## config.mk

```make
export PLATFORM = sky130hd
export DESIGN_NAME = bsc_regs
export DESIGN_NICKNAME = d
export VERILOG_FILES = /design/src/inc/bsc_pkg.sv /design/src/rtl/bsc_pixel_conv.sv /design/src/rtl/bsc_regs.sv
export SDC_FILE = /design/constraint.sdc
export NUM_CORES = 1
export LEC_CHECK = 0
export ABC_AREA = 1
export BUFFER_PORTS_ARGS = -buffer_cell sky130_fd_sc_hd__buf_2
export CAP_MARGIN = 30
export CORE_MARGIN = 3
export CORE_UTILIZATION = 40
export CTS_CLUSTER_DIAMETER = 60
export DETAILED_ROUTE_END_ITERATION = 12
export GPL_ROUTABILITY_DRIVEN = 1
export PLACE_DENSITY = 0.66
export SYNTH_ARGS = -nofsm -noshare
export SYNTH_HDL_FRONTEND = slang
export SYNTH_SLANG_ARGS = --single-unit
```

## constraint.sdc

```tcl
create_clock -name ref_clk -period 6.6 [get_ports ref_clk]
set_input_delay 0.66 -clock ref_clk [delete_from_list [all_inputs] [get_ports ref_clk]]
set_output_delay 0.66 -clock ref_clk [all_outputs]
set_load 0.05 [all_outputs]
```

## src/inc/bsc_pkg.sv

```systemverilog
// Notes on behaviour
// - init done only after config done
// - config done flags finished autoconfig, reset zero
// - verify two's-complement sum over last 128 bytes
// - checksum bit one on pass, resets one
// - pixel size code selects 3, 2.25, 2 bytes
// - all RGB inputs become 24-bit RGB888
// - YCbCr and compressed pass through unconverted
// - independent mode: per-port pixel size copy
// - TDM enable serializes parallel audio onto primary
// - audio source bit: 0 off, 1 pins
// - continuous clock skips clock-lane initialization
// - reload request clears when reload finished
package bsc_pkg;
    localparam logic [7:0] BSC_ADDR_STATUS = 8'h50;
    localparam logic [7:0] BSC_ADDR_CONFIG = 8'h54;
    localparam logic [7:0] BSC_ADDR_CTRL   = 8'h58;
    localparam logic [7:0] BSC_ADDR_IRQ_ST = 8'h5C;
    localparam logic [7:0] BSC_ADDR_IRQ_MK = 8'h60;
    localparam logic [7:0] BSC_ADDR_FMT    = 8'h64;
    localparam int BSC_ST_INIT_DONE = 4;
    localparam int BSC_ST_CFG_DONE  = 2;
    localparam int BSC_ST_CKSUM     = 1;
    localparam int BSC_CF_BPP_LO    = 4;
    localparam int BSC_CF_TDM       = 2;
    localparam int BSC_CF_AUDIO_SRC = 1;
    localparam int BSC_CF_AUX       = 0;
    localparam int BSC_CT_RELOAD    = 1;
    localparam int BSC_CT_CONT_CLK  = 7;
    localparam int BSC_CT_PORT_SEL  = 5;
    localparam int BSC_CT_INDEP     = 0;
    localparam logic [7:0] BSC_STATUS_RST = 8'h02;
    localparam logic [7:0] BSC_CONFIG_RST = 8'h02;
    localparam logic [7:0] BSC_CONFIG_WMASK = 8'h37;
    localparam logic [7:0] BSC_CTRL_WMASK = 8'hA3;
    localparam logic [2:0] BSC_IRQ_WMASK = 3'h7;
    localparam int BSC_NVM_BYTES = 128;
    localparam int BSC_NVM_CFG_BYTES = 16;
    localparam logic [1:0] BSC_BPP_3    = 2'h0;
    localparam logic [1:0] BSC_BPP_2P25 = 2'h1;
    localparam logic [1:0] BSC_BPP_2    = 2'h2;
    localparam logic [2:0] BSC_FMT_RGB888 = 3'h0;
    localparam logic [2:0] BSC_FMT_RGB666L = 3'h1;
    localparam logic [2:0] BSC_FMT_RGB666P = 3'h2;
    localparam logic [2:0] BSC_FMT_RGB565 = 3'h3;
    localparam logic [2:0] BSC_FMT_YCBCR  = 3'h4;
    localparam logic [2:0] BSC_FMT_COMP   = 3'h5;
    typedef enum logic [2:0] {BSC_S_IDLE, BSC_S_READ, BSC_S_CHECK, BSC_S_INIT,
                              BSC_S_DONE} bsc_state_t;
endpackage

```

## src/rtl/bsc_pixel_conv.sv

```systemverilog
`timescale 1ns/10ps
module bsc_pixel_conv
    import bsc_pkg::*;
(
    // clock and reset
    input  wire logic        ref_clk,
    input  wire logic        sys_rst,
    // input pixel
    input  wire logic        in_valid,
    input  wire logic [2:0]  in_format,
    input  wire logic [23:0] in_data,
    // output pixel
    output logic             out_valid,
    output logic [23:0]      out_data
);
    // rgb expansion replicates msbs so full scale stays full scale
    function automatic logic [7:0] bsc_exp6(input logic [5:0] v);
        return {v, v[5:4]};
    endfunction
    function automatic logic [7:0] bsc_exp5(input logic [4:0] v);
        return {v, v[4:2]};
    endfunction
    wire logic [23:0] rgb666_px = {bsc_exp6(in_data[17:12]), bsc_exp6(in_data[11:6]),
                                   bsc_exp6(in_data[5:0])};
    wire logic [23:0] rgb565_px = {bsc_exp5(in_data[15:11]), bsc_exp6(in_data[10:5]),
                                   bsc_exp5(in_data[4:0])};
    wire logic        is_666    = (in_format == BSC_FMT_RGB666L) ||
                                  (in_format == BSC_FMT_RGB666P);
    wire logic        is_565    = (in_format == BSC_FMT_RGB565);
    // ycbcr and compressed fall to the raw path
    wire logic [23:0] conv_px   = is_666 ? rgb666_px :
                                  is_565 ? rgb565_px : in_data;
    always_ff @(posedge ref_clk or posedge sys_rst) begin
        if (sys_rst) begin
            out_valid <= 1'b0;
            out_data  <= 24'h000000;
        end else begin
            out_valid <= in_valid;
            out_data  <= conv_px;
        end
    end
    AST_PASS_THROUGH: assert property (@(posedge ref_clk) disable iff (sys_rst)
        in_valid && (in_format == BSC_FMT_YCBCR || in_format == BSC_FMT_COMP)
        |=> out_data == $past(in_data)) else $error("ycbcr pixel was altered");
    AST_RGB565_EXP: assert property (@(posedge ref_clk) disable iff (sys_rst)
        in_valid && is_565 |=> out_data[23:19] == $past(in_data[15:11]) &&
        out_data[7:3] == $past(in_data[4:0])) else $error("rgb565 expansion wrong");
endmodule

```

## src/rtl/bsc_regs.sv

```systemverilog
`timescale 1ns/10ps
module bsc_regs
    import bsc_pkg::*;
(
    // clock and reset
    input  wire logic        ref_clk,
    input  wire logic        sys_rst,
    // register port
    input  wire logic [7:0]  reg_addr,
    input  wire logic [7:0]  reg_wdata,
    input  wire logic        reg_wr,
    input  wire logic        reg_rd,
    output logic [7:0]       reg_rdata,
    // non-volatile memory read port
    output logic             nvm_rd,
    output logic [6:0]       nvm_addr,
    input  wire logic [7:0]  nvm_data,
    // video
    input  wire logic        pix_valid,
    input  wire logic [2:0]  pix_format,
    input  wire logic [23:0] pix_data,
    output logic             pix_out_valid,
    output logic [23:0]      pix_out_data,
    output logic [1:0]       input_pixel_byte_count,
    output logic [1:0]       input_pixel_byte_count_port1,
    output logic             clk_lane_hs_bypass,
    // audio
    input  wire logic [3:0]  audio_par_data,
    output logic             primary_audio_data_pin,
    output logic             audio_enable,
    output logic             aux_audio_enable,
    // interrupt
    output logic             irq
);
    bsc_state_t  state_reg, state_next;
    logic [7:0]  config_reg, config_p1_reg, ctrl_reg;
    logic        cfg_done_reg, init_done_reg, cksum_ok_reg;
    logic [7:0]  sum_reg;
    logic [6:0]  idx_reg;
    logic        nvm_rd_reg;
    logic [7:0]  rdata_reg;
    logic [2:0]  irq_st_reg, irq_mk_reg;
    logic        irq_reg;
    logic [1:0]  tdm_slot_reg;
    logic        aud_reg;

    // port1 copy is written when independent mode and port select both set
    wire logic indep   = ctrl_reg[BSC_CT_INDEP];
    wire logic sel_p1  = indep && ctrl_reg[BSC_CT_PORT_SEL];
    wire logic wr_stat = reg_wr && (reg_addr == BSC_ADDR_STATUS);
    wire logic wr_cfg  = reg_wr && (reg_addr == BSC_ADDR_CONFIG);
    wire logic wr_ctl  = reg_wr && (reg_addr == BSC_ADDR_CTRL);
    wire logic wr_ist  = reg_wr && (reg_addr == BSC_ADDR_IRQ_ST);
    wire logic wr_imk  = reg_wr && (reg_addr == BSC_ADDR_IRQ_MK);
    wire logic [7:0] cfg_view = sel_p1 ? config_p1_reg : config_reg;
    wire logic [7:0] status_view = {3'h0, init_done_reg, 1'b0, cfg_done_reg,
                                    cksum_ok_reg, 1'b0};
    wire logic [7:0] rd_mux;
    wire logic reload_req = wr_ctl && reg_wdata[BSC_CT_RELOAD];
    wire logic [7:0] sum_after = sum_reg + nvm_data;
    // the last 128 bytes must sum to zero modulo 256
    wire logic cksum_pass = (sum_after == 8'h00);
    wire logic last_byte  = (idx_reg == 7'(BSC_NVM_BYTES - 1));
    // events: cfg done, init done, checksum fail
    wire logic ev_cfg  = (state_reg == BSC_S_CHECK);
    wire logic ev_init = (state_reg == BSC_S_INIT);
    wire logic ev_fail = (state_reg == BSC_S_READ) && last_byte && !cksum_pass;
    wire logic [2:0] ev_vec = {ev_fail, ev_init, ev_cfg};
    wire logic [2:0] irq_st_next = ev_vec | (irq_st_reg & ~({3{wr_ist}} & reg_wdata[2:0]));

    assign rd_mux = (reg_addr == BSC_ADDR_STATUS) ? status_view :
                    (reg_addr == BSC_ADDR_CONFIG) ? (cfg_view & BSC_CONFIG_WMASK) :
                    (reg_addr == BSC_ADDR_CTRL)   ? ctrl_reg :
                    (reg_addr == BSC_ADDR_IRQ_ST) ? {5'h00, irq_st_reg} :
                    (reg_addr == BSC_ADDR_IRQ_MK) ? {5'h00, irq_mk_reg} : 8'h00;

    always_comb begin
        state_next = state_reg;
        case (state_reg)
            BSC_S_IDLE:  if (reload_req) state_next = BSC_S_READ;
            BSC_S_READ:  if (last_byte) state_next = BSC_S_CHECK;
            BSC_S_CHECK: state_next = BSC_S_INIT;
            BSC_S_INIT:  state_next = BSC_S_DONE;
            BSC_S_DONE:  state_next = BSC_S_IDLE;
            default:     state_next = BSC_S_IDLE;
        endcase
    end

    // reload starts at power-up release as well as on request
    logic boot_reg;
    always_ff @(posedge ref_clk or posedge sys_rst) begin
        if (sys_rst) begin
            state_reg <= BSC_S_IDLE;
            boot_reg  <= 1'b1;
        end else begin
            boot_reg  <= 1'b0;
            state_reg <= (boot_reg && state_reg == BSC_S_IDLE) ? BSC_S_READ : state_next;
        end
    end

    always_ff @(posedge ref_clk or posedge sys_rst) begin
        if (sys_rst) begin
            idx_reg    <= 7'h00;
            sum_reg    <= 8'h00;
            nvm_rd_reg <= 1'b0;
        end else if (state_reg == BSC_S_READ) begin
            idx_reg    <= last_byte ? 7'h00 : idx_reg + 7'h01;
            sum_reg    <= last_byte ? 8'h00 : sum_after;
            nvm_rd_reg <= !last_byte;
        end else begin
            idx_reg    <= 7'h00;
            sum_reg    <= 8'h00;
            nvm_rd_reg <= (state_next == BSC_S_READ) ||
                          (boot_reg && state_reg == BSC_S_IDLE);
        end
    end

    always_ff @(posedge ref_clk or posedge sys_rst) begin
        if (sys_rst) begin
            cfg_done_reg  <= 1'b0;
            init_done_reg <= 1'b0;
            cksum_ok_reg  <= BSC_STATUS_RST[BSC_ST_CKSUM];
        end else begin
            if (state_reg == BSC_S_READ && idx_reg == 7'h00) begin
                cfg_done_reg  <= 1'b0;
                init_done_reg <= 1'b0;
            end
            if (ev_cfg) cfg_done_reg <= 1'b1;
            if (ev_init && cfg_done_reg) init_done_reg <= 1'b1;
            if (state_reg == BSC_S_READ && last_byte) cksum_ok_reg <= cksum_pass;
        end
    end

    // config writes touch only writable fields; reserved stay zero
    always_ff @(posedge ref_clk or posedge sys_rst) begin
        if (sys_rst) begin
            config_reg    <= BSC_CONFIG_RST;
            config_p1_reg <= BSC_CONFIG_RST;
        end else if (wr_cfg) begin
            if (sel_p1) config_p1_reg <= reg_wdata & BSC_CONFIG_WMASK;
            else config_reg <= reg_wdata & BSC_CONFIG_WMASK;
        end
    end

    // reload bit self-clears as the sequence ends
    always_ff @(posedge ref_clk or posedge sys_rst) begin
        if (sys_rst) begin
            ctrl_reg <= 8'h00;
        end else if (wr_ctl) begin
            ctrl_reg <= reg_wdata & BSC_CTRL_WMASK;
        end else if (state_reg == BSC_S_DONE) begin
            ctrl_reg[BSC_CT_RELOAD] <= 1'b0;
        end
    end

    always_ff @(posedge ref_clk or posedge sys_rst) begin
        if (sys_rst) begin
            irq_st_reg <= 3'h0;
            irq_mk_reg <= 3'h0;
            irq_reg    <= 1'b0;
            rdata_reg  <= 8'h00;
        end else begin
            irq_st_reg <= irq_st_next;
            if (wr_imk) irq_mk_reg <= reg_wdata[2:0] & BSC_IRQ_WMASK;
            // a set mask bit hides its event; new mask applies at once
            irq_reg    <= |(irq_st_next & ~(wr_imk ? reg_wdata[2:0] : irq_mk_reg));
            rdata_reg  <= reg_rd ? rd_mux : 8'h00;
        end
    end

    // audio: tdm rotates through four inputs, else lane 0 only
    wire logic aud_src = config_reg[BSC_CF_AUDIO_SRC];
    wire logic tdm_en  = config_reg[BSC_CF_TDM];
    always_ff @(posedge ref_clk or posedge sys_rst) begin
        if (sys_rst) begin
            tdm_slot_reg <= 2'h0;
            aud_reg      <= 1'b0;
        end else begin
            tdm_slot_reg <= tdm_en ? tdm_slot_reg + 2'h1 : 2'h0;
            aud_reg      <= !aud_src ? 1'b0 :
                            tdm_en ? audio_par_data[tdm_slot_reg] : audio_par_data[0];
        end
    end

    always_ff @(posedge ref_clk or posedge sys_rst) begin
        if (sys_rst) begin
            input_pixel_byte_count       <= BSC_BPP_3;
            input_pixel_byte_count_port1 <= BSC_BPP_3;
            clk_lane_hs_bypass           <= 1'b0;
            audio_enable                 <= 1'b0;
            aux_audio_enable             <= 1'b0;
        end else begin
            input_pixel_byte_count       <= config_reg[BSC_CF_BPP_LO +: 2];
            input_pixel_byte_count_port1 <= indep ? config_p1_reg[BSC_CF_BPP_LO +: 2]
                                                  : config_reg[BSC_CF_BPP_LO +: 2];
            clk_lane_hs_bypass           <= ctrl_reg[BSC_CT_CONT_CLK];
            audio_enable                 <= aud_src;
            aux_audio_enable             <= config_reg[BSC_CF_AUX];
        end
    end

    bsc_pixel_conv u_conv (
        .ref_clk   (ref_clk),
        .sys_rst   (sys_rst),
        .in_valid  (pix_valid),
        .in_format (pix_format),
        .in_data   (pix_data),
        .out_valid (pix_out_valid),
        .out_data  (pix_out_data)
    );

    assign reg_rdata              = rdata_reg;
    assign nvm_rd                 = nvm_rd_reg;
    assign nvm_addr               = idx_reg;
    assign primary_audio_data_pin = aud_reg;
    assign irq                    = irq_reg;

    AST_INIT_AFTER_CFG: assert property (@(posedge ref_clk) disable iff (sys_rst)
        init_done_reg |-> cfg_done_reg) else $error("init done without cfg done");
    AST_CFG_DONE_SET: assert property (@(posedge ref_clk) disable iff (sys_rst)
        ev_cfg |=> cfg_done_reg) else $error("cfg done not set");
    AST_CKSUM_RESULT: assert property (@(posedge ref_clk) disable iff (sys_rst)
        state_reg == BSC_S_READ && last_byte |=> cksum_ok_reg == $past(cksum_pass))
        else $error("checksum status wrong");
    AST_READ_LEN: assert property (@(posedge ref_clk) disable iff (sys_rst)
        $rose(state_reg == BSC_S_READ) |-> (state_reg == BSC_S_READ) [*8])
        else $error("nvm read too short");
    AST_BPP_OUT: assert property (@(posedge ref_clk) disable iff (sys_rst)
        ##1 input_pixel_byte_count == $past(config_reg[5:4]))
        else $error("pixel size output stale");
    AST_RELOAD_CLR: assert property (@(posedge ref_clk) disable iff (sys_rst)
        state_reg == BSC_S_DONE && !wr_ctl |=> !ctrl_reg[BSC_CT_RELOAD])
        else $error("reload bit not cleared");
    AST_AUDIO_OFF: assert property (@(posedge ref_clk) disable iff (sys_rst)
        !aud_src |=> !primary_audio_data_pin) else $error("audio not muted");
    AST_AUX_EN: assert property (@(posedge ref_clk) disable iff (sys_rst)
        ##1 aux_audio_enable == $past(config_reg[0])) else $error("aux enable stale");
    AST_STATUS_RO: assert property (@(posedge ref_clk) disable iff (sys_rst)
        wr_stat |=> $stable(cksum_ok_reg) || $past(state_reg == BSC_S_READ))
        else $error("status written by software");
    AST_RSVD_ZERO: assert property (@(posedge ref_clk) disable iff (sys_rst)
        (config_reg & ~BSC_CONFIG_WMASK) == 8'h00) else $error("reserved bit set");
    AST_CONT_CLK: assert property (@(posedge ref_clk) disable iff (sys_rst)
        ##1 clk_lane_hs_bypass == $past(ctrl_reg[7])) else $error("bypass stale");
    AST_TDM_SLOT: assert property (@(posedge ref_clk) disable iff (sys_rst)
        tdm_en && aud_src ##1 tdm_en |-> primary_audio_data_pin ==
        $past(audio_par_data[tdm_slot_reg])) else $error("tdm slot data wrong");
endmodule

```

==> out/results.txt <==
The share of layout cells above drive strength 1 works out to 0.265. The setup skew after layout came out at 0.0152 ns. After synthesis the netlist holds a flip-flop and latch count of 85.

The count of nets left with antenna violations after detail routing is 0. The post-synthesis simple-gate area fraction came out at 0.230. Kind of cell with the highest combined delay on the critical path: simple AND/OR/NAND/NOR gates.

Power spread over the standard cell area amounts to 279 nW/um2. The post-place instance area was 4710 um2. For the minimum setup slack in the final design, the log shows 4.48 ns. The latest clock arrival within the worst-skew pair is 0.36 ns, and the biggest cell delay along the critical path is 0.45 ns. The logs give 885 for the count of filler cells inserted in the layout and 0 for the number of design rule violations left after detail routing. Setup repair after global routing left no endpoint under its margin. The largest net degree at the start of global routing is 58. The total area inside the core boundary comes to 9500 um2. The max-slew violation count came out at 0. The final critical-path share of the clock period was 0.321; the growth of design area from synthesis to finish was 23.0%. The run gives 11,300 um2 as the full die area. The startpoint identified for the worst register-to-register timing path is sum_reg[0]$_DFF_PP0_. The floorplan has 35 rows. By area the synthesized netlist is led by dfrtp_1 (50%), nand2_1 (11%), inv_1 (6.5%).

The synthesized-area fraction occupied by xor and xnor cells works out to 0.00436. For the number of antenna violations at the first check in global routing, the log shows 0. The tools report the first-pass iteration count of the detailed router as 5. The iteration-0 DRC count of the detailed router is 116. The worst setup path is launched from an input pin. For the total leakage power, the log shows 2.67 nW.

Count of cells resized by post-cts repair: 0. Synthesis instantiated 44 different standard cells from the library. The total overflow left after global routing is 0. The weighted congestion reported at the end of routability-driven placement was 0.825; the vias after detailed routing was 3,404. The clock transition time at the flip-flop clock pins of the worst setup and hold paths came out at 0.10 ns. The tools report the final count of hold timing violations as 0. The tools report the reg-to-reg endpoint as irq$_DFF_PP0_. From left edge to right edge, the die measures 106 um. The register with the most flip-flops in the layout has 24 of them. The area share of the largest cell type after synthesis came out at 0.505.

The chip height is 106 um. In the layout the commonest cells are nand2_1 (118), buf_2 (105), dfrtp_1 (81). Mux cell area share after synthesis: 0.00249. CTS placed an instance of clkbuf_8 at the clock tree root. The post-synth design cell area was 4010 um2; the transition time of the tightest slew-check pin was 0.502 ns. The average instance in the mapped netlist occupies 8.61 um2.

Worst setup path endpoint: irq$_DFF_PP0_. The tools report the highest clock frequency the design can meet as 0.472 GHz. After detailed routing, the average wire length per cell comes to 12.3 um. CTS built an H-tree with a depth of 3. The number of antenna diodes was 0; the number of top-level pins was 110. The worst path buffer plus inverter count was 1; the post-detailed-routing wire length was 8790 um.

Prior to clock tree synthesis, the placed netlist has a worst setup slack of 4.08 ns. The Yosys step of the flow raised 0 warnings. After layout, the minimum clock period comes to 2.12 ns.

Fraction of the mapped netlist area in compound gates: 0.115. Data on the critical path arrives at its endpoint at 2.38 ns. Setup violations remaining at the end of the flow were counted as 0.

Port buffering added 105 buffers. The most frequent cell on the critical path was nor2_1. TritonCTS built the clock tree.

Cell at the slowest stage of the critical path: fa_1. Using the TritonRoute via totals, the vias-per-cell ratio works out to 4.76. The tools report the sequential share of the synthesized area as 0.531. The run gives 0.165 as the aggregate global-route resource usage. After synthesis, the largest family of logic cells by area is simple AND/OR/NAND/NOR gates. The setup check on the worst reg-to-reg path leaves a slack of 4.53 ns. The worst hold-check path type is input pin to asynchronous set/reset pin.

In this run, post-CTS hold repair placed 0 buffers. In this run the worst setup path begins at nvm_data[0]. The logs give 466 for the instance count of the mapped netlist and 15,200 um for the first-pass GRT wire length.

Walking the worst path, the cells encountered are buf_2 -> ha_1 -> fa_1 -> nor2_1 -> nor2_1 -> nor2_1 -> nand3_1 -> nor2_1 -> nand4_1 -> nand2_1 -> nand2_2 -> nand2_1 -> nand2_1. The fraction of the mapped netlist area in adder cells was 0.0330. The clock sink count was 85; the largest vdd supply drop was 0.000144 V.

Buffers added to address setup during post-CTS repair amount to 0. The finished cells cover 4940 um2. Data on the critical path is required at its endpoint by 6.86 ns. The tool flagged a number of max-cap violations equal to 0. The flow ran to the end, and the final reports show no timing, DRC or antenna violations. The total negative setup slack was 0 ns; the CTS buffer count was 9. Most common cell after layout, fill and taps aside: nand2_1.

Measured in cells, the most critical reg-to-reg path has a length of 12. The tools report the via count of the first global-routing pass as 3,402. The run gives 651 as the number of nets in the final layout. In this run the number of cells on the critical path is 13. Effective utilization at floorplan: 0.422.

The worst max-slew margin expressed relative to the limit was 0.662; the maximum count of clock buffers along a single path was 2. Along the worst path, the maximum fanout reaches 4. The HPWL after detailed placement is 6790 um.

The worst setup path is captured at a flop. Of all cell types, the one taking the most synthesized area is dfrtp_1. The class of the most critical setup path was input pin to flop.
## logic make-up (layout without fill, tap and decap cells)
kind of cell	Yosys count	count (layout)
and+or+nand+nor	206	206
DFF	85	85
buffers and inverters	82	200
AOI/OAI and AO/OA	79	79
adders and majority gates	10	10
xor gates and xnor gates	2	2
other	1	3
muxes	1	1
## cell usage after synthesis (all sizes together)
library cell  instances
nand2               122
dfrtp                81
inv                  74
nor2                 48
o21ai                43
nand3                19
a21oi                10
a22oi                 9
ha                    9
buf                   6
nor3                  6
nand4                 5
a31oi                 4
dfstp                 4
nand3b                3
o22ai                 3
a22o                  2
clkinv                2
o211ai                2
o21a                  2
o221ai                2
a221oi                1
a31o                  1
and2                  1
conb                  1
fa                    1
mux2i                 1
nor4                  1
or2                   1
xnor2                 1
xor2                  1
## per-stage QoR
step	hold slack [ns]	utilization	instances	total power, mW
floorplan	0.374	-	468	0.878
global placement	0.390	0.492	697	0.956
detailed placement	0.402	0.496	699	0.973
CTS	0.354	0.520	715	1.39
global route	0.390	0.520	715	1.47
finish	0.360	0.520	715	1.38
## layout make-up
cell class,count,area [um2],area share
Clock inverter,7,103,0.0208
Sequential cell,85,2130,0.432
Inverter,76,288,0.0583
Clock buffer,9,124,0.0251
Tap cell,129,161,0.0327
Multi-Input combinational cell,301,1560,0.316
Timing Repair Buffer,108,572,0.116
## power by group
group	switching (mW)	internal, mW
registers	0.0173	0.569
logic	0.252	0.124
clock network	0.199	0.218
total	0.468	0.911
## how the worst min path moves through the flow
stage,end,cells after the start,from
2_1_floorplan,clk_lane_hs_bypass$_DFF_PP0_,0,ctrl_reg[7]$_DFFE_PP0N_
3_3_place_gp,clk_lane_hs_bypass$_DFF_PP0_,0,ctrl_reg[7]$_DFFE_PP0N_
3_5_place_dp,clk_lane_hs_bypass$_DFF_PP0_,0,ctrl_reg[7]$_DFFE_PP0N_
4_1_cts,primary_audio_data_pin$_DFF_PP0_,3,sys_rst
5_1_grt,primary_audio_data_pin$_DFF_PP0_,3,sys_rst
6_report,primary_audio_data_pin$_DFF_PP0_,3,sys_rst
## per-layer routing
layer  part of all wire  track usage  up-vias
li1                   -            -     1715
met5                  0            0        -
met2               0.47        0.264      121
met1               0.43        0.210     1547
met4              0.023       0.0685        0
met3              0.076       0.0461       21
## worst reg2reg max path, cell delays in order, from the launching register on
cell     delay (ns)
dfrtp_1        0.38
ha_1           0.22
fa_1           0.45
nor2_1         0.17
nor2_1         0.07
nor2_1         0.11
nand3_1        0.09
nor2_1         0.11
nand4_1        0.10
nand2_1        0.12
nand2_2        0.07
nand2_1        0.06
nand2_1        0.05
No activity file was read; power rests on OpenSTA's default activity.
